<file path="src/fwg_pkg.sv">
// Shared constants and types for the flash write guard and chip erase logic
package fwg_pkg;

  // ----------------------------------------------------------------
  // Command opcodes
  // ----------------------------------------------------------------
  localparam logic [7:0] OP_WR_EN = 8'h06;
  localparam logic [7:0] OP_WR_DIS = 8'h04;
  localparam logic [7:0] OP_CHIP_ERASE_A = 8'h60;
  localparam logic [7:0] OP_CHIP_ERASE_B = 8'h62;
  localparam logic [7:0] OP_CHIP_ERASE_C = 8'hC7;
  localparam logic [7:0] OP_STATUS_WR = 8'h01;
  localparam logic [7:0] OP_PROGRAM = 8'h02;
  localparam logic [7:0] OP_PAGE_ERASE = 8'h81;
  localparam logic [7:0] OP_BLK_ERASE_4K = 8'h20;
  localparam logic [7:0] OP_BLK_ERASE_32K_A = 8'h52;
  localparam logic [7:0] OP_BLK_ERASE_32K_B = 8'hD8;
  localparam logic [7:0] OP_OTP_PROGRAM = 8'h9B;

  // ----------------------------------------------------------------
  // Status byte fields and reset values
  // ----------------------------------------------------------------
  localparam int SR_PROTECT_POS = 2;
  localparam int SR_LOCK_POS = 7;
  localparam logic PROTECT_FACTORY = 1'b0;
  localparam logic LOCK_RESET = 1'b0;
  localparam logic LATCH_RESET = 1'b0;
  localparam logic [3:0] SYNC_RESET = 4'hF;
  localparam int SYNC_W = 4;

  // ----------------------------------------------------------------
  // Timing
  // ----------------------------------------------------------------
  localparam int CLK_MHZ = 50;
  localparam int CHIP_ERASE_TIME_US = 1000;
  localparam int CHIP_ERASE_CYCLES = CHIP_ERASE_TIME_US * CLK_MHZ;

  typedef enum logic {ER_IDLE, ER_RUN} fwg_erase_state_t;

endpackage

</file>
<file path="src/fwg_sync.sv">
// Two-stage synchroniser for pins arriving from outside the clock domain
`timescale 1ns/10ps
module fwg_sync #(
  parameter int W = 4,
  parameter logic [W-1:0] RST = '1
) (
  input wire logic clk_in,
  input wire logic nrst_in,
  input wire logic ce_in,
  input wire logic [W-1:0] d_in,
  output logic [W-1:0] q_out
);
  typedef struct packed {
    logic [W-1:0] s1;
    logic [W-1:0] s2;
  } fwg_sync_st_t;

  fwg_sync_st_t r_reg;
  fwg_sync_st_t r_next;

  always_comb begin
    r_next = r_reg;
    r_next.s1 = d_in;
    r_next.s2 = r_reg.s1;
  end

  always_ff @(posedge clk_in) begin
    if (!nrst_in) begin
      r_reg <= {RST, RST};
    end else if (ce_in) begin
      r_reg <= r_next;
    end
  end

  assign q_out = r_reg.s2;
endmodule // fwg_sync

</file>
<file path="src/fwg_erase_timer.sv">
// Self-timed erase sequencer with verify failure capture
`timescale 1ns/10ps
module fwg_erase_timer #(
  parameter int CYCLES = fwg_pkg::CHIP_ERASE_CYCLES
) (
  input wire logic clk_in,
  input wire logic nrst_in,
  input wire logic ce_in,
  input wire logic start_in,
  input wire logic fail_in,
  output logic busy_out,
  output logic done_out,
  output logic fail_out
);
  typedef struct packed {
    fwg_pkg::fwg_erase_state_t st;
    logic [31:0] cnt;
    logic fail;
    logic done;
  } fwg_timer_st_t;

  fwg_timer_st_t r_reg;
  fwg_timer_st_t r_next;

  always_comb begin
    r_next = r_reg;
    r_next.done = 1'b0;
    case (r_reg.st)
      fwg_pkg::ER_IDLE: begin
        if (start_in) begin
          r_next.st = fwg_pkg::ER_RUN;
          r_next.cnt = 32'(CYCLES - 1);
          r_next.fail = 1'b0;
        end
      end
      fwg_pkg::ER_RUN: begin
        // Verify result of every location is folded in while running
        if (fail_in) begin
          r_next.fail = 1'b1;
        end
        if (r_reg.cnt == 32'h0000_0000) begin
          r_next.st = fwg_pkg::ER_IDLE;
          r_next.done = 1'b1;
        end else begin
          r_next.cnt = r_reg.cnt - 32'h0000_0001;
        end
      end
      default: r_next.st = fwg_pkg::ER_IDLE;
    endcase
  end

  always_ff @(posedge clk_in) begin
    if (!nrst_in) begin
      r_reg <= '{st: fwg_pkg::ER_IDLE, cnt: 32'h0000_0000, fail: 1'b0, done: 1'b0};
    end else if (ce_in) begin
      r_reg <= r_next;
    end
  end

  assign busy_out = (r_reg.st == fwg_pkg::ER_RUN);
  assign done_out = r_reg.done;
  assign fail_out = r_reg.fail;
endmodule // fwg_erase_timer

</file>
<file path="src/fwg_guard.sv">
// Write latch, array protection, hardware lock and chip erase command logic
`timescale 1ns/10ps
module fwg_guard #(
  parameter int ERASE_CYCLES = fwg_pkg::CHIP_ERASE_CYCLES
) (
  input wire logic clk_in,
  input wire logic nrst_in,
  input wire logic ce_in,
  input wire logic cs_n_in,
  input wire logic sck_in,
  input wire logic si_in,
  input wire logic wp_n_in,
  input wire logic erase_fail_in,
  input wire logic nv_protect_in,
  output logic write_latch_out,
  output logic array_protect_bit_out,
  output logic protect_lock_bit_out,
  output logic erase_program_error_flag_out,
  output logic busy_out,
  output logic erase_done_out,
  output logic hw_lock_out,
  output logic nv_protect_wr_out,
  output logic nv_protect_data_out,
  output logic array_write_go_out,
  output logic [7:0] array_write_op_out
);

  // ----------------------------------------------------------------
  // Pin synchronisation
  // ----------------------------------------------------------------
  logic [3:0] pins_s;
  logic cs_n_s;
  logic sck_s;
  logic si_s;
  logic wp_n_s;

  fwg_sync #(.W(fwg_pkg::SYNC_W), .RST(fwg_pkg::SYNC_RESET)) u_sync (
    .clk_in(clk_in),
    .nrst_in(nrst_in),
    .ce_in(ce_in),
    .d_in({cs_n_in, sck_in, si_in, wp_n_in}),
    .q_out(pins_s)
  );

  assign cs_n_s = pins_s[3];
  assign sck_s = pins_s[2];
  assign si_s = pins_s[1];
  assign wp_n_s = pins_s[0];

  // ----------------------------------------------------------------
  // State
  // ----------------------------------------------------------------
  typedef struct packed {
    logic cs_q;
    logic sck_q;
    logic [7:0] shift;
    logic [2:0] bit_mod;
    logic [1:0] bytes;
    logic [7:0] opcode;
    logic [7:0] sr_data;
    logic latch;
    logic prot;
    logic lock;
    logic err;
    logic nv_loaded;
    logic nv_wr;
    logic go;
    logic [7:0] go_op;
  } fwg_guard_st_t;

  fwg_guard_st_t r_reg;
  fwg_guard_st_t r_next;

  logic sck_rise;
  logic cs_fall;
  logic frame_end;
  logic frame_full;
  logic is_chip_erase;
  logic hw_lock;
  logic er_start;
  logic er_busy;
  logic er_done;
  logic er_fail;
  logic [7:0] byte_in;

  assign sck_rise = sck_s && !r_reg.sck_q;
  assign cs_fall = !cs_n_s && r_reg.cs_q;
  assign frame_end = cs_n_s && !r_reg.cs_q;
  assign byte_in = {r_reg.shift[6:0], si_s};
  // Whole opcode present and select released on a byte boundary
  assign frame_full = (r_reg.bytes != 2'h0) && (r_reg.bit_mod == 3'h0);
  assign is_chip_erase = (r_reg.opcode == fwg_pkg::OP_CHIP_ERASE_A) ||
                         (r_reg.opcode == fwg_pkg::OP_CHIP_ERASE_B) ||
                         (r_reg.opcode == fwg_pkg::OP_CHIP_ERASE_C);
  // Pin reaches protection only through this term
  assign hw_lock = !wp_n_s && r_reg.lock;

  // ----------------------------------------------------------------
  // Erase sequencer
  // ----------------------------------------------------------------
  fwg_erase_timer #(.CYCLES(ERASE_CYCLES)) u_timer (
    .clk_in(clk_in),
    .nrst_in(nrst_in),
    .ce_in(ce_in),
    .start_in(er_start),
    .fail_in(erase_fail_in),
    .busy_out(er_busy),
    .done_out(er_done),
    .fail_out(er_fail)
  );

  // ----------------------------------------------------------------
  // Command decode
  // ----------------------------------------------------------------
  always_comb begin
    r_next = r_reg;
    er_start = 1'b0;
    r_next.cs_q = cs_n_s;
    r_next.sck_q = sck_s;
    r_next.nv_wr = 1'b0;
    r_next.go = 1'b0;
    // Stored protect value is restored once after reset
    if (!r_reg.nv_loaded) begin
      r_next.prot = nv_protect_in;
      r_next.nv_loaded = 1'b1;
    end
    if (cs_fall) begin
      r_next.bit_mod = 3'h0;
      r_next.bytes = 2'h0;
    end else if (!cs_n_s && sck_rise) begin
      r_next.shift = byte_in;
      r_next.bit_mod = r_reg.bit_mod + 3'h1;
      if (r_reg.bit_mod == 3'h7) begin
        if (r_reg.bytes == 2'h0) begin
          r_next.opcode = byte_in;
        end else if (r_reg.bytes == 2'h1) begin
          r_next.sr_data = byte_in;
        end
        // Later bytes are simply dropped
        if (r_reg.bytes != 2'h3) begin
          r_next.bytes = r_reg.bytes + 2'h1;
        end
      end
    end
    // Nothing is accepted while the array is busy erasing
    if (frame_end && !er_busy) begin
      if (frame_full) begin
        case (r_reg.opcode)
          fwg_pkg::OP_WR_EN: r_next.latch = 1'b1;
          fwg_pkg::OP_WR_DIS: r_next.latch = 1'b0;
          fwg_pkg::OP_CHIP_ERASE_A,
          fwg_pkg::OP_CHIP_ERASE_B,
          fwg_pkg::OP_CHIP_ERASE_C: begin
            if (r_reg.prot) begin
              r_next.latch = 1'b0;
            end else if (r_reg.latch) begin
              er_start = 1'b1;
              r_next.latch = 1'b0;
              r_next.err = 1'b0;
            end
          end
          fwg_pkg::OP_STATUS_WR: begin
            // Status write with the data byte, latch set and no hardware lock
            if (r_reg.bytes >= 2'h2 && r_reg.latch && !hw_lock) begin
              r_next.latch = 1'b0;
              r_next.prot = r_reg.sr_data[fwg_pkg::SR_PROTECT_POS];
              r_next.lock = r_reg.sr_data[fwg_pkg::SR_LOCK_POS];
              r_next.nv_wr = 1'b1;
            end
          end
          fwg_pkg::OP_PROGRAM,
          fwg_pkg::OP_PAGE_ERASE,
          fwg_pkg::OP_BLK_ERASE_4K,
          fwg_pkg::OP_BLK_ERASE_32K_A,
          fwg_pkg::OP_BLK_ERASE_32K_B: begin
            if (r_reg.latch && !r_reg.prot) begin
              r_next.go = 1'b1;
              r_next.go_op = r_reg.opcode;
            end
          end
          fwg_pkg::OP_OTP_PROGRAM: begin
            if (r_reg.latch) begin
              r_next.go = 1'b1;
              r_next.go_op = r_reg.opcode;
            end
          end
          default: ;
        endcase
      end else if (r_reg.bytes != 2'h0 && is_chip_erase) begin
        // Erase opcode arrived but select rose mid-byte
        r_next.latch = 1'b0;
      end
    end
    if (er_done && er_fail) begin
      r_next.err = 1'b1;
    end
  end

  // ----------------------------------------------------------------
  // Registers
  // ----------------------------------------------------------------
  always_ff @(posedge clk_in) begin
    if (!nrst_in) begin
      r_reg <= '{
        cs_q: 1'b1, sck_q: 1'b1, shift: 8'h00, bit_mod: 3'h0, bytes: 2'h0,
        opcode: 8'h00, sr_data: 8'h00, latch: fwg_pkg::LATCH_RESET,
        prot: fwg_pkg::PROTECT_FACTORY, lock: fwg_pkg::LOCK_RESET,
        err: 1'b0, nv_loaded: 1'b0, nv_wr: 1'b0, go: 1'b0, go_op: 8'h00
      };
    end else if (ce_in) begin
      r_reg <= r_next;
    end
  end

  // ----------------------------------------------------------------
  // Outputs
  // ----------------------------------------------------------------
  assign write_latch_out = r_reg.latch;
  assign array_protect_bit_out = r_reg.prot;
  assign protect_lock_bit_out = r_reg.lock;
  assign erase_program_error_flag_out = r_reg.err;
  // Busy is what the host polls for completion
  assign busy_out = er_busy;
  assign erase_done_out = er_done;
  assign hw_lock_out = hw_lock;
  assign nv_protect_wr_out = r_reg.nv_wr;
  assign nv_protect_data_out = r_reg.prot;
  assign array_write_go_out = r_reg.go;
  assign array_write_op_out = r_reg.go_op;

  logic ev;
  assign ev = ce_in && frame_end && !er_busy;
endmodule // fwg_guard

</file>
<file path="config.mk">
export PLATFORM = sky130hd
export DESIGN_NAME = fwg_guard
export DESIGN_NICKNAME = d
export VERILOG_FILES = /design/src/fwg_pkg.sv /design/src/fwg_sync.sv /design/src/fwg_erase_timer.sv /design/src/fwg_guard.sv
export SDC_FILE = /design/constraint.sdc
export NUM_CORES = 1
export LEC_CHECK = 0
export BUFFER_PORTS_ARGS = -buffer_cell sky130_fd_sc_hd__buf_2
export CAP_MARGIN = 20
export CELL_PAD_IN_SITES_DETAIL_PLACEMENT = 1
export CELL_PAD_IN_SITES_GLOBAL_PLACEMENT = 1
export CORE_MARGIN = 8
export CORE_UTILIZATION = 29
export DETAILED_ROUTE_END_ITERATION = 6
export GPL_ROUTABILITY_DRIVEN = 0
export PLACE_DENSITY = 0.66
export SLEW_MARGIN = 20
export SYNTH_ARGS = -nofsm -noshare
export SYNTH_HDL_FRONTEND = slang
export SYNTH_SLANG_ARGS = --single-unit
export TNS_END_PERCENT = 30
</file>
<file path="constraint.sdc">
create_clock -name clk_in -period 4.3 [get_ports clk_in]
set_input_delay 0.86 -clock clk_in [delete_from_list [all_inputs] [get_ports clk_in]]
set_output_delay 0.86 -clock clk_in [all_outputs]
set_load 0.03 [all_outputs]
</file>
# After elaboration in Yosys (flattened, before gate mapping)
# Cells that the tools add are included.
classes:
  addsub: 3
  n_lt_le_gt_ge: 1
  eq_ne: 23
  mux: 38
  bitwise: 3
  reduce_logical: 48
ops:
  columns: ["cell", "count"]
  rows:
  - ["$pmux W34 S2", 1]
  - ["$mux W34", 1]
  - ["$eq A8 B8 Y1 const B", 4]
  - ["$logic_not A32 Y1", 1]
  - ["$mux W32", 1]
  - ["$sub A32 B1 Y32 const B", 1]
  - ["$eq A8 B7 Y1 const B", 3]
  - ["$mux W8", 3]
  - ["$mux W21", 1]
  - ["$mux W10", 2]
  - ["$reduce_bool A2 Y1", 10]
  - ["$mux W1", 18]
  - ["$mux W18", 1]
  - ["$mux W9", 2]
  - ["$pmux W9 S2", 1]
  - ["$reduce_and A6 Y1", 3]
  - ["$eq A8 B3 Y1 const B", 2]
  - ["$reduce_and A5 Y1", 3]
  - ["$logic_and A1 B1 Y1", 12]
  - ["$ne A2 B2 Y1 const B", 6]
  - ["$mux W3", 3]
  - ["$reduce_and A3 Y1", 3]
  - ["$eq A8 B1 Y1 const B", 1]
  - ["$eq A8 B2 Y1 const B", 1]
  - ["other kinds (22)", 32]
word_totals:
  regBits: 88
  inputBits: 9
  output_inout_bits: 18

# Depth between registers and ports, before layout
logic_depth:
  depth_word: 9
  mapped_depth: 10
  depth_no_buf: 8

# By module
# From an unflattened synthesis, not the netlist that was laid out.
hier_totals:
  hier_cells: 477
  area_unflattened_um2: 4199.0
modules_own_cells:
  columns: ["module", "instances", "cells_each", "area_each_um2", "seq_area_each_um2"]
  rows:
  - ["fwg_guard", 1, 230, 2025.7, 780.7]
  - ["fwg_erase_timer", 1, 221, 1888.1, 700.7]
  - ["fwg_sync", 1, 26, 285.3, 160.2]

# Least setup slack after synthesis
# OpenSTA, ideal clock, no wires.
synth_path:
  path_kind: "register to register"
  startpoint: "reg r_reg[31] in the netlist's numbering"
  endpoint: "reg u_timer.r_reg (netlist bit u_timer.fail_out)"
  setup_ns: 0.128
  arrival_ns: 2.613
  t_required_ns: 4.172
  setup_slack_ns: 1.560
  path_stages_with_launch: 11
  path_buffers: 3
  synth_period_minus_slack_ns: 2.740
  cell_sequence: "dfxtp_1 inv_1 ha_1 or3b_2 nor3_1 and4_1 clkbuf_1 nand2b_1 clkbuf_1 buf_1 nor2_1"
synth_between:
  elab_chain_cells: 6
synth_rtl:
  columns: ["item", "line_no", "text"]
  rows:
  - ["start, declared", "fwg_guard.sv:71", "fwg_guard_st_t r_reg;"]
  - ["start signal, assigned", "fwg_guard.sv:204", "r_reg <= '{"]
  - ["start signal, assigned", "fwg_guard.sv:211", "r_reg <= r_next;"]
  - ["$reduce_bool A2 Y1", "fwg_guard.sv:91", "assign frame_full = (r_reg.bytes != 2'h0) && (r_reg.bit_mod == 3'h0);"]
  - ["$logic_and A1 B1 Y1", "fwg_guard.sv:91", null]
  - ["$mux W1", "fwg_guard.sv:147", "if (frame_full) begin"]
  - ["$mux W1", "fwg_guard.sv:146", "if (frame_end && !er_busy) begin"]
  - ["$ne A2 B2 Y1 (no line)", null, null]
  - ["$reduce_and A3 Y1 (no line)", null, null]
  - ["end signal, assigned", "fwg_erase_timer.sv:54", "r_reg <= '{st: fwg_pkg::ER_IDLE, cnt: 32'h0000_0000, fail: 1'b0, done: 1'b0};"]
  - ["end signal, assigned", "fwg_erase_timer.sv:56", "r_reg <= r_next;"]
  - ["end, declared", "fwg_erase_timer.sv:22", "fwg_timer_st_t r_reg;"]
# No other way between the ends.
# A chain may end at the register's enable or synchronous reset.

# Final worst setup path
layout_path:
  startpoint: "reg r_reg[31] in the netlist's numbering"
  endpoint: "reg u_timer.r_reg[14] in the netlist's numbering"
# Same word-level chain as after synthesis.

==> flow_summary.toml <==
[cts]
cts_buffers = 9
tritoncts = "built"
cts_sinks = 82
postCtsSetupBuffers = 0
ctsResizeCount = 0
hold_buffers = 0
clock-root-buffer = "clkbuf_16"
h-tree-depth = 3
clock_latency_ns = 0.34
clk_pin_slew_ns = 0.06
clockBufferDepth = 2

[timing]
setup_viol = 0
maxSlewHeadroom = 0.269
hold_viol = 0
finalCritPeriodShare = 0.749
finalMaxSlewViolations = 0
final.setup.tns_ns = 0
finClkSkew_ns = 0.00935
fmaxAchievable_mhz = 310
grt_setup_unrepaired = "false"
fin_crit_ns = 3.22
tightestPinTransition_ns = 1.08

[power]
leakagePower_uw = 0.00183
powerDensity_nw_per_um2 = 350
ir_drop_uv = 204

[yosys]
syn_nets = 495
ys_types = 52
synth_top_area_frac = 0.411
yosys.area.top_type = "dfxtp_1"
ys_top_cells_by_count = "82 x dfxtp_1, 59 x nor2_1, 57 x nand2_1"
synthCells = 478
synth.yosys.seq_area_share = 0.411
synthFlopType = "dfxtp_1"
async_reset_ff_frac = 0
yosys_register_bits = 82
synthTopCellsByArea = "dfxtp_1 41%, mux2i_1 7.8%, nor2_1 5.5%, nand2_1 5.4%, a21oi_1 2.8%"
yosysWarnings = 0
synth_most_common_cell = "dfxtp_1"
avgSynthCellArea_um2 = 8.36
syn-cell-area_um2 = 4000
synth_edf_count = 0

[setup_path]
cp_data_arrival_time_ns = 3.46
worstRegToRegCells = 8
crit_path_end_kind = "flop"
reg2reg_from = "r_reg[31]"
critical_path_class = "reg -> reg"
critPathLaunchType = "flop"
reg2reg_slack_ns = 1.08
critPathLaunch = "r_reg[31]"
cp.required_ns = 4.54
cp_max_fo = 21
rr_endpoint = "u_timer.r_reg[14]"

[grt]
grt_first_pass_wirelength_um = 17900
first_global_vias = 3591
grt_max_degree = 42
antenna_found_initial = 0
track_usage = 0.122
grt-ovfl-total = 0

[hold_path]
hold_depth = 2
worstHoldStart = "array_write_op_out[2]"
min_to = "array_write_op_out[2]"
hp-class = "reg -> reg"

[drt]
wire_per_inst_um = 15.9
ant_nets = 0
drc_errors = 0
drt_iter0_drc = 189
post_drt_via_cell_ratio = 5.16
vias = 3427
firstDrtPassIters = 4
wl_um = 10600

[status]
outcome = "complete, no violations"

[placed_design]
dpl.hpwl_um = 7630
placedCellCount = 648
io_buffers = 26

[layout]
largest_reg_flops = 32
areaGrowthSynthToFinish_pct = 12.0
final_cells = 664
fin_nets = 496
final_core_util = 0.327
fill_cells = 1700
n_antenna_cell = 0
drive_gt1_frac = 0.112

[floorplan]
dieArea_um2 = 17800
num_rows = 43
ios = 27
die_h_um = 133
core_um2 = 13700
start_util = 0.292
die_x_um = 133

[flow_run]
maxCapViolCount = 0
placed cells by master, fill, tap and decap left out, types with 3 or more instances in the layout:
cell / instances
nor4b_1: 4
mux2i_1: 31
or4_1: 8
a21oi_1: 22
nor2_1: 59
clkbuf_16: 9
dfxtp_1: 82
or3_1: 6
nand4_1: 12
a211oi_1: 7
nand2b_1: 6
ha_1: 8
o21ai_0: 12
a41oi_1: 4
nor2b_1: 3
a22oi_1: 3
o211ai_1: 6
clkinv_2: 3
nor3_1: 11
xor2_1: 8
nand2_1: 57
buf_4: 3
nand3_1: 12
o21a_1: 4
o311a_1: 3
or2_2: 4
and2_1: 3
xnor2_1: 6
inv_1: 16
nor4_1: 15
buf_2: 26
layer usage:
layer / track usage / share of wire / vias up
met2: 0.205 / 0.48 / 43
met4: 0.0362 / 0.011 / 0
met3: 0.0286 / 0.029 / 8
met1: 0.151 / 0.48 / 1678
li1: - / - / 1698
met5: 0 / 0 / -
critical path, cell delays in order, from the launching register on:
cell	delay (ns)
dfxtp_1	0.40
inv_1	0.09
ha_1	0.23
or3b_2	0.51
nor3_1	0.30
and4_1	0.50
nand2b_1	0.72
nor2_1	0.10
a41o_1	0.26
power breakdown:
| group | switching [uW] | internal, uW |
|---|---|---|
| registers | 4.41 | 765 |
| logic | 29.5 | 12.4 |
| clock network | 304 | 449 |
cell families (layout without fill, tap and decap cells):
group / after synthesis / in the layout / synth area share
compound gates: 74 / 74 / 0.125
xor+xnor: 14 / 14 / 0.0307
fa+ha+maj: 8 / 8 / 0.0250
buf+inv: 56 / 62 / 0.0642
flops: 82 / 82 / 0.411
mux: 32 / 32 / 0.0805
simple gates: 212 / 212 / 0.264
layout make-up:
| cell class | count | area, um2 | share of cell area |
|---|---|---|---|
| inverter | 17 | 63.8 | 0.0143 |
| clock inverter | 5 | 53.8 | 0.0120 |
| clock buffer | 11 | 233 | 0.0520 |
| multi-input combinational | 340 | 2100 | 0.470 |
| sequential | 82 | 1640 | 0.367 |
| timing repair buffer | 29 | 153 | 0.0341 |
| tap | 180 | 225 | 0.0503 |
worst max-delay path by stage:
stage | end | slack [ns] | cells after the start
after global placement | u_timer.r_reg[14] | 1.20 | 8
after detailed placement | u_timer.r_reg[14] | 1.07 | 8
after CTS | u_timer.r_reg[14] | 1.06 | 8
final | u_timer.r_reg[14] | 1.08 | 8
after floorplan | u_timer.fail_out | 1.56 | 10
after global routing | u_timer.r_reg[14] | 0.83 | 8
stage by stage:
step	setup WS [ns]	instance area (um2)	hold WS (ns)	total power [uW]
floorplan	1.56	4000	0.410	814
global placement	1.20	4180	0.424	827
detailed placement	1.07	4180	0.439	829
CTS	1.06	4470	0.445	1590
global route	0.826	4470	0.492	1630
finish	1.08	4470	0.440	1560
No activity file was read; power rests on OpenSTA's default activity.
